**src/include/csl_regs.svh**
```systemverilog
/*
 Timing and framing constants for the configuration serial loader and readback block.
 Assumes inclusion by bare name from the package file; the design files rely on it and do not include it.
*/
`ifndef CSL_REGS_SVH
`define CSL_REGS_SVH
`define CSL_MODE_SLAVE_SERIAL   3'h7
`define CSL_MODE_SYNC_PERIPH    3'h3
`define CSL_RB_DUMMY_BITS       5
`define CSL_RB_FORCED_FIRST     2
`define CSL_RB_CHECK_BITS       4
`define CSL_RB_LAST_HIGH_BITS   7
`define CSL_RB_SIG_BITS         11
`define CSL_CRC_POLY            16'h1021
`define CSL_CRC_INIT            16'h0000
`define CSL_BYTE_PERIOD         8
`define CSL_FIRST_BYTE_EDGE     2
`endif

```
**src/include/csl_pkg.sv**
```systemverilog
/*
 Types shared by the configuration serial loader and readback block.
 Assumes csl_regs.svh is on the include path.
*/
`include "csl_regs.svh"
package csl_pkg;
	typedef enum logic [5:0] {
		CSL_RB_IDLE  = 6'h01,
		CSL_RB_DUMMY = 6'h02,
		CSL_RB_START = 6'h04,
		CSL_RB_DATA  = 6'h08,
		CSL_RB_CHECK = 6'h10,
		CSL_RB_SIG   = 6'h20
	} csl_rb_state_t;
endpackage

```
**src/hdl/csl_sync.sv**
```systemverilog
/*
 Two flip-flop synchroniser with rising and falling edge detection after the second stage.
 Assumes the input is asynchronous to clk.
*/
`timescale 1ns/1ns
module csl_sync #(
	parameter int W = 1
) (
	input  wire logic         clk,
	input  wire logic         sys_rst,
	input  wire logic [W-1:0] async_in,
	output logic      [W-1:0] sync_out,
	output logic      [W-1:0] rise,
	output logic      [W-1:0] fall
);
	logic [W-1:0] meta_q;
	logic [W-1:0] s2_q;
	logic [W-1:0] s3_q;
	always_ff @(posedge clk) begin
		if (sys_rst) begin
			meta_q <= '0;
			s2_q   <= '0;
			s3_q   <= '0;
		end else begin
			meta_q <= async_in;
			s2_q   <= meta_q;
			s3_q   <= s2_q;
		end
	end
	// Edges come from the second and third stages only, never the metastable one.
	assign sync_out = s2_q;
	assign rise     = s2_q & ~s3_q;
	assign fall     = ~s2_q & s3_q;
endmodule

```
**src/hdl/csl_skid.sv**
```systemverilog
/*
 Two-entry buffer with valid and ready on both sides.
 Assumes both sides run on clk.
*/
`timescale 1ns/1ns
module csl_skid #(
	parameter int W = 1
) (
	input  wire logic         clk,
	input  wire logic         sys_rst,
	input  wire logic         in_valid,
	output logic              in_ready,
	input  wire logic [W-1:0] in_data,
	output logic              out_valid,
	input  wire logic         out_ready,
	output logic      [W-1:0] out_data
);
	logic [W-1:0] mem_q [2];
	logic         wp_q;
	logic         rp_q;
	logic [1:0]   cnt_q;
	wire          push = in_valid & in_ready;
	wire          pop  = out_valid & out_ready;
	assign in_ready  = (cnt_q != 2'h2);
	assign out_valid = (cnt_q != 2'h0);
	assign out_data  = mem_q[rp_q];
	always_ff @(posedge clk) begin
		if (sys_rst) begin
			wp_q  <= 1'b0;
			rp_q  <= 1'b0;
			cnt_q <= 2'h0;
		end else begin
			if (push) begin
				mem_q[wp_q] <= in_data;
				wp_q        <= ~wp_q;
			end
			if (pop)
				rp_q <= ~rp_q;
			cnt_q <= cnt_q + {1'b0, push} - {1'b0, pop};
		end
	end
endmodule

```
**src/hdl/csl_config_port.sv**
```systemverilog
/*
 Configuration serial port: slave serial and synchronous peripheral loading with
 daisy-chain forwarding, and a readback shifter on the readback shift clock.
 Assumes configuration_clock and readback_shift_clock are slow pins sampled by clk,
 and that the configuration memory is read through a one-bit read port addressed by rb_addr.
*/
`timescale 1ns/1ns
module csl_config_port
	import csl_pkg::*;
#(
	parameter int CFG_BITS    = 64,
	parameter int FRAME_BITS  = 16,
	parameter int FRAMES      = 4,
	parameter int AW          = 8
) (
	input  wire logic          clk,
	input  wire logic          sys_rst,
	input  wire logic [2:0]    mode_select_pins,
	input  wire logic          mem_clear_done,
	input  wire logic          configuration_clock,
	input  wire logic          config_serial_in,
	input  wire logic [7:0]    parallel_config_byte,
	output logic               daisy_serial_out,
	output logic               byte_ack,
	output logic               load_bit_valid,
	input  wire logic          load_bit_ready,
	output logic               load_bit_data,
	input  wire logic          config_done,
	input  wire logic          capture_state_en,
	input  wire logic          readback_trigger,
	input  wire logic          readback_shift_clock,
	output logic [AW-1:0]      rb_addr,
	input  wire logic          rb_cfg_bit,
	input  wire logic          rb_state_bit,
	input  wire logic          rb_state_valid,
	output logic               readback_serial_out,
	output logic               read_in_progress_flag
);
	localparam int CW = $clog2(CFG_BITS + 1);
	localparam int FW = $clog2(FRAME_BITS + 1);

	// Pin synchronisers: clocks and data from outside the clk domain.
	logic [12:0] pin_sync;
	logic [12:0] pin_rise;
	logic [12:0] pin_fall;
	csl_sync #(.W(13)) u_sync (
		.clk      (clk),
		.sys_rst  (sys_rst),
		.async_in ({readback_trigger, readback_shift_clock, configuration_clock,
			config_serial_in, mem_clear_done, parallel_config_byte}),
		.sync_out (pin_sync),
		.rise     (pin_rise),
		.fall     (pin_fall)
	);
	wire       trig_s   = pin_sync[12];
	wire       rclk_up  = pin_rise[11];
	wire       configuration_clock_up  = pin_rise[10];
	wire       configuration_clock_dn  = pin_fall[10];
	wire       din_s    = pin_sync[9];
	wire       clr_s    = pin_sync[8];
	wire [7:0] byte_s   = pin_sync[7:0];

	// Mode pins are static during configuration; sample them once per clk.
	logic [2:0] mode_q;
	logic [2:0] mode_m_q;
	always_ff @(posedge clk) begin
		if (sys_rst) begin
			mode_m_q <= `CSL_MODE_SLAVE_SERIAL;
			mode_q   <= `CSL_MODE_SLAVE_SERIAL;
		end else begin
			mode_m_q <= mode_select_pins;
			mode_q   <= mode_m_q;
		end
	end
	wire is_serial = (mode_q == `CSL_MODE_SLAVE_SERIAL);
	wire is_periph = (mode_q == `CSL_MODE_SYNC_PERIPH);

	// Loading: count rising edges since the memory-clear line went high.
	logic [CW-1:0] ld_cnt_q;
	logic [CW-1:0] ld_cnt_d;
	logic [2:0]    ph_q;
	logic [2:0]    ph_d;
	logic          started_q;
	logic [7:0]    pshift_q;
	logic [7:0]    pshift_d;
	logic          fwd_bit_q;
	logic          fwd_bit_d;
	logic          dout_q;
	logic          ack_q;
	logic          ack_d;
	logic          ld_push;
	logic          own_full;

	// In serial mode the first rising edge after clear counts as edge one.
	assign own_full = (ld_cnt_q == CW'(CFG_BITS));
	wire   configuration_clock_act = configuration_clock_up & clr_s;
	wire   byte_now = is_periph & configuration_clock_act &
		(started_q ? (ph_q == 3'h7) : (ph_q == 3'(`CSL_FIRST_BYTE_EDGE - 1)));
	assign ph_d     = byte_now ? 3'h0 : (ph_q + 3'h1);
	// The loaded byte's first bit leaves on the same edge, so it reaches the fall after loading.
	assign pshift_d = byte_now ? {byte_s[6:0], 1'b1} : {pshift_q[6:0], 1'b1};
	wire   par_bit  = byte_now ? byte_s[7] : pshift_q[7];
	wire   ser_bit  = is_periph ? par_bit : din_s;
	// Every bit goes downstream, this device's own included; the preamble is forwarded too.
	assign fwd_bit_d = ser_bit;
	assign ld_push   = configuration_clock_act & ~own_full & (is_serial | started_q | byte_now);
	assign ld_cnt_d  = ld_push ? (ld_cnt_q + CW'(1)) : ld_cnt_q;
	// Acknowledge stays high from one rising edge to the next.
	assign ack_d     = configuration_clock_up ? byte_now : ack_q;

	always_ff @(posedge clk) begin
		if (sys_rst | ~clr_s) begin
			ld_cnt_q  <= '0;
			ph_q      <= 3'h0;
			started_q <= 1'b0;
			pshift_q  <= 8'hFF;
			fwd_bit_q <= 1'b1;
			ack_q     <= 1'b0;
		end else begin
			if (configuration_clock_act) begin
				ph_q      <= ph_d;
				pshift_q  <= pshift_d;
				fwd_bit_q <= fwd_bit_d;
				if (byte_now)
					started_q <= 1'b1;
			end
			ld_cnt_q <= ld_cnt_d;
			ack_q    <= ack_d;
		end
	end

	// Half a period after the rising sample, the bit appears downstream.
	always_ff @(posedge clk) begin
		if (sys_rst)
			dout_q <= 1'b1;
		else if (configuration_clock_dn)
			dout_q <= fwd_bit_q;
	end
	assign daisy_serial_out = dout_q;
	assign byte_ack         = ack_q;

	// Own bits go to configuration memory through a two-entry buffer; in_ready is ignored, so a stall past two bits loses bits.
	csl_skid #(.W(1)) u_skid (
		.clk       (clk),
		.sys_rst   (sys_rst),
		.in_valid  (ld_push),
		.in_ready  (),
		.in_data   (ser_bit),
		.out_valid (load_bit_valid),
		.out_ready (load_bit_ready),
		.out_data  (load_bit_data)
	);

	// Readback sequencer, stepped by rising edges of the readback shift clock.
	csl_rb_state_t st_q;
	csl_rb_state_t st_d;
	logic [FW-1:0] bit_q;
	logic [FW-1:0] frm_q;
	logic [FW-1:0] bit_d;
	logic [FW-1:0] frm_d;
	logic [15:0]   crc_q;
	logic [15:0]   crc_d;
	logic          rbout_q;
	logic          rbout_d;
	logic          rip_q;
	logic          armed_q;
	logic [AW-1:0] addr_q;

	wire           last_frame = (frm_q == FW'(FRAMES - 1));
	wire           data_end   = (bit_q == FW'(FRAME_BITS - 1));
	wire           first_hi   = (frm_q == '0) && (bit_q < FW'(`CSL_RB_FORCED_FIRST));
	wire           last_hi    = last_frame &&
		(bit_q >= FW'(FRAME_BITS - `CSL_RB_LAST_HIGH_BITS));
	// Outside the forced-high positions, state bits are live values and config bits go out as stored, never inverted.
	wire           raw_bit    = (capture_state_en & rb_state_valid) ? rb_state_bit : rb_cfg_bit;
	wire           data_bit   = (first_hi | last_hi) ? 1'b1 : raw_bit;
	wire           crc_fb     = crc_q[15] ^ rbout_d;
	wire           trig_go    = trig_s & config_done & armed_q & (st_q == CSL_RB_IDLE);

	always_comb begin
		st_d    = st_q;
		bit_d   = bit_q;
		frm_d   = frm_q;
		rbout_d = 1'b1;
		unique case (st_q)
			CSL_RB_IDLE: begin
				bit_d = '0;
				frm_d = '0;
				if (trig_go)
					st_d = CSL_RB_DUMMY;
			end
			CSL_RB_DUMMY: begin
				rbout_d = 1'b1;
				bit_d   = bit_q + FW'(1);
				// The trigger edge already sent the first dummy, so four more follow here.
				if (bit_q == FW'(`CSL_RB_DUMMY_BITS - 2)) begin
					st_d  = CSL_RB_START;
					bit_d = '0;
				end
			end
			CSL_RB_START: begin
				rbout_d = 1'b0;
				st_d    = (frm_q == FW'(FRAMES)) ? CSL_RB_SIG : CSL_RB_DATA;
			end
			CSL_RB_DATA: begin
				rbout_d = data_bit;
				bit_d   = data_end ? '0 : (bit_q + FW'(1));
				if (data_end)
					st_d = CSL_RB_CHECK;
			end
			CSL_RB_CHECK: begin
				rbout_d = 1'b1;
				bit_d   = bit_q + FW'(1);
				if (bit_q == FW'(`CSL_RB_CHECK_BITS - 1)) begin
					bit_d = '0;
					frm_d = frm_q + FW'(1);
					st_d  = CSL_RB_START;
				end
			end
			CSL_RB_SIG: begin
				// The flag falls one edge after the last signature bit, which must stand first.
				rbout_d = crc_q[15 - bit_q[3:0]];
				bit_d   = bit_q + FW'(1);
				if (bit_q == FW'(`CSL_RB_SIG_BITS)) begin
					rbout_d = 1'b1;
					st_d    = CSL_RB_IDLE;
				end
			end
		endcase
	end

	// The signature covers each frame's data and check bits, not its start bit, then freezes while it is sent.
	wire crc_run = (st_q == CSL_RB_DATA) || (st_q == CSL_RB_CHECK);
	assign crc_d = crc_run ? ({crc_q[14:0], 1'b0} ^ (crc_fb ? `CSL_CRC_POLY : 16'h0000))
		: crc_q;

	always_ff @(posedge clk) begin
		if (sys_rst) begin
			st_q    <= CSL_RB_IDLE;
			bit_q   <= '0;
			frm_q   <= '0;
			crc_q   <= `CSL_CRC_INIT;
			rbout_q <= 1'b1;
			rip_q   <= 1'b0;
			armed_q <= 1'b1;
			addr_q  <= '0;
		end else begin
			if (rclk_up) begin
				st_q    <= st_d;
				bit_q   <= bit_d;
				frm_q   <= frm_d;
				rbout_q <= rbout_d;
				crc_q   <= (st_q == CSL_RB_IDLE) ? `CSL_CRC_INIT : crc_d;
				rip_q   <= (st_d != CSL_RB_IDLE);
				if (st_q == CSL_RB_DATA)
					addr_q <= addr_q + AW'(1);
				else if (st_q == CSL_RB_IDLE)
					addr_q <= '0;
			end
			// A held trigger must drop before a second readback can start.
			if (trig_go & rclk_up)
				armed_q <= 1'b0;
			else if (~trig_s & (st_q == CSL_RB_IDLE))
				armed_q <= 1'b1;
		end
	end
	// The readback path only reads memory and state; it writes nothing back.
	assign rb_addr               = addr_q;
	assign readback_serial_out   = rbout_q;
	assign read_in_progress_flag = rip_q;
endmodule

```
**config.mk**
```make
export PLATFORM = sky130hd
export DESIGN_NAME = csl_config_port
export DESIGN_NICKNAME = d
export VERILOG_FILES = /design/src/include/csl_pkg.sv /design/src/hdl/csl_sync.sv /design/src/hdl/csl_skid.sv /design/src/hdl/csl_config_port.sv
export VERILOG_INCLUDE_DIRS = /design/src /design/src/include
export SDC_FILE = /design/constraint.sdc
export NUM_CORES = 1
export LEC_CHECK = 0
export ABC_AREA = 1
export BUFFER_PORTS_ARGS = -buffer_cell sky130_fd_sc_hd__buf_2
export CAP_MARGIN = 20
export CORE_ASPECT_RATIO = 1.2
export CORE_MARGIN = 4
export CORE_UTILIZATION = 55
export DETAILED_ROUTE_END_ITERATION = 8
export GPL_TIMING_DRIVEN = 0
export PLACE_DENSITY = 0.82
export SLEW_MARGIN = 20
export SYNTH_ARGS = -nofsm -noshare
export SYNTH_HDL_FRONTEND = slang
export SYNTH_HIERARCHICAL = 1
export SYNTH_SLANG_ARGS = --single-unit
```
**constraint.sdc**
```tcl
create_clock -name clk -period 2.4 [get_ports clk]
set_clock_uncertainty 0.05 [all_clocks]
set_input_delay 0.24 -clock clk [delete_from_list [all_inputs] [get_ports clk]]
set_output_delay 0.24 -clock clk [all_outputs]
set_load 0.02 [all_outputs]
```
==> out/qor_table.md <==
| Parameter | Reported | Unit |
|---|---|---|
| Result of the run | finished clean | - |
| Peak per-stage delay on the critical path | 0.34 | ns |
| Measured slew at the worst slew-check pin | 0.5281 | ns |
| Max Slew Vio Count | 0 | - |
| Pin count of the biggest net entering global routing | 23 | - |
| Total Nets Final | 736 | - |
| CTS Root Buffer Type | clkbuf_8 | - |
| GR Overflow Total | 0 | - |
| Placer's final routability congestion estimate | 0.9165 | - |
| Average vias per placed instance | 5.068 | - |
| Clock Pin Slew Worst Setup and Hold Paths | 0.11 | ns |
| Antenna diode count | 0 | - |
| Clock period minus final worst setup slack | 2.239 | ns |
| GRT Overall Usage | 21.28 | % |
| Chain of cells forming the critical path | inv_1 -> nor2_4 -> nand2_4 -> inv_4 -> nand2_1 -> inv_2 -> nand3_4 -> nand3_4 -> nand2_4 -> inv_2 -> nand2_1 -> ha_1 -> inv_1 -> ha_1 -> inv_1 -> nand2_1 -> a21oi_1 -> nor2_1 | - |
| Detailed Route WL | 10590 | µm |
| Die span in x | 92.47 | µm |
| Die Footprint | 10110 | µm² |
| Synthesized instance count | 637 | - |
| Placement Rows | 36 | - |
| Initial Utilization | 57.13 | % |
| Post-route ant nets | 0 | - |
| Crit path launch type | register | - |
| CTS tree | built | - |
| Required time at the endpoint of the critical path | 2.64 | ns |
| Kind of critical path | reg -> reg | - |
| Instance count after placement with tap cells included | 788 | - |
| Area growth, synth to finish | 15.28 | % |
| Skew-Pair Late Insertion Delay | 0.39 | ns |
| Vias in the first global route | 3963 | - |
| Setup Viol. Count Final | 0 | - |
| Wire length of the first global-routing pass | 17200 | µm |
| Leakage Power | 0.002384 | µW |
| Share of cells above drive strength 1 | 15.46 | % |
| TritonCTS Buffers | 9 | - |
| Mean post-synth cell area | 7.393 | µm² |
| Maximum number of buffers from clock root to sink | 2 | - |
| Min setup slack post-route | 0.1614 | ns |
| Dpl hpwl | 7273 | µm |
| Clock Sink Count | 105 | - |
| Chip height | 109.4 | µm |
| Non-filler instance count after layout | 819 | - |
| Worst Path Max Fanout | 9 | - |
| Total nets after synthesis | 673 | - |
| Timing-limited maximum frequency | 0.4467 | GHz |
| Wire length per cell after detailed routing | 12.93 | µm |
| Htree depth | 3 | - |
| Cell with the largest stage delay on the worst path | dfxtp_2 | - |
| Setup WS pre-CTS | -0.2245 | ns |
| 1st-pass router iterations | 5 | - |
| Final Hold Viols | 0 | - |
| Total via count after detailed routing | 4151 | - |
| Number of antenna violations at the first check in global routing | 0 | - |
| Worst vdd rail ir drop | 300.9 | µV |
| DR iter-0 viols | 212 | - |
| Number of buffer cells added on primary ports | 37 | - |
| End-of-flow core utilization | 65.86 | % |
| Synthesis warning total | 6 | - |
| Ports placed on the boundary | 38 | - |
| Setup crit end kind | register | - |
| Netlist area before placement | 4710 | µm² |
| Slew margin rel. | 64.79 | % |
| Path class of the lowest-slack min-delay path | in -> reg | - |
| DRC | 0 | - |
| Data arrival time of the critical path | 2.47 | ns |
| Power Dens Cells | 606.8 | nW/µm² |
| Area of the core region | 8243 | µm² |
| Maximum Capacitance Violations | 0 | - |
| Tcrit/Tclk final | 93.28 | % |
[area by class of cell]
cell class,count,area (µm²)
tap,114,142.6
fill,702,2814
buffer,16,88.84
inverter,113,427.9
sequential,105,2123
clock inverter,7,91.34
timing repair buffer,52,325.3
multi-input combinational,403,2106
clock buffer,9,123.9
[cell usage in the layout, fill, tap and decap left out, types with 4 or more instances in the layout]
cell	count
inv_1	103
clkbuf_1	8
o21ai_0	41
dfxtp_1	102
nor3_1	11
buf_4	4
nor3b_1	4
nor2_2	7
nand2_1	114
nand3_1	31
inv_2	7
dlygate4sd3_1	11
nor2_1	73
ha_1	12
or2_2	6
a21oi_1	56
buf_2	42
nand2_4	4
clkbuf_8	9
a211oi_1	6
[through the flow]
stage	setup TNS, ns	hold slack (ns)	power, µW	instance area [µm²]
final	0	0.004232	3295	5429
after global routing	-0.02320	0.0002856	3427	5429
after CTS	0	0.0005886	3292	5360
after detailed placement	-0.3123	0.3474	2163	5037
after global placement	-0.1665	0.3422	2149	5037
after floorplan	0	0.2612	2075	4710
[path summary, 6_finish.rpt]
kind / from / endpoint / slack, ns / depth (start not counted)
setup / recovery: u_sync/sync_out[10]$_SDFF_PP0_ / u_skid/cnt_q[1]$_SDFF_PP0_ / 0.16 / 18
hold / removal: mode_select_pins[0] / mode_m_q[0]$_SDFF_PP1_ / 0.004 / 2
setup reg to reg: u_sync/sync_out[10]$_SDFF_PP0_ / u_skid/cnt_q[1]$_SDFF_PP0_ / 0.16 / 18
hold reg to reg: u_sync/meta_q[2]$_SDFF_PP0_ / u_sync/sync_out[2]$_SDFF_PP0_ / 0.36 / 2
[timing repair]
action,4_1_cts,5_1_grt
hold endpoints to repair,9,2
hold buffers,9,2
cloned,0,0
gates resized for setup,3,6
buffers inserted,1,3
endpoints found under the setup margin,2,2
pin swaps,1,1
[registers in the layout, summed over array words and instances, names as in the netlist, 5 cells and up, named ones only]
signal,flops
frm_q,5
u_sync/sync_out,13
st_q,6
ld_cnt_q,7
crc_q,16
u_sync/meta_q,13
pshift_q,7
rb_addr,8
bit_q,5
[layer usage]
metal	global-route usage (%)	vias up	share of wire (%)
met3	4.175	15	3.4
met1	22.87	1909	41
met2	40.23	83	54
met5	0	-	0
li1	-	2144	-
met4	9.448	0	1.9
[power breakdown]
part	internal [µW]	switching, µW
Sequential	1800	33.5
Combinational	119	193
Clock	429	718
[critical path: cells and delay by family (launching register included)]
family                   cells  cell delay [ns]
AO/OA/AOI/OAI                1             0.14
adder cells (fa/ha/maj)      2             0.46
buffers and inverters        6             0.39
flip-flops                   1             0.34
AND/OR/NAND/NOR              9             0.76
Power figures use the tool's default switching activity.
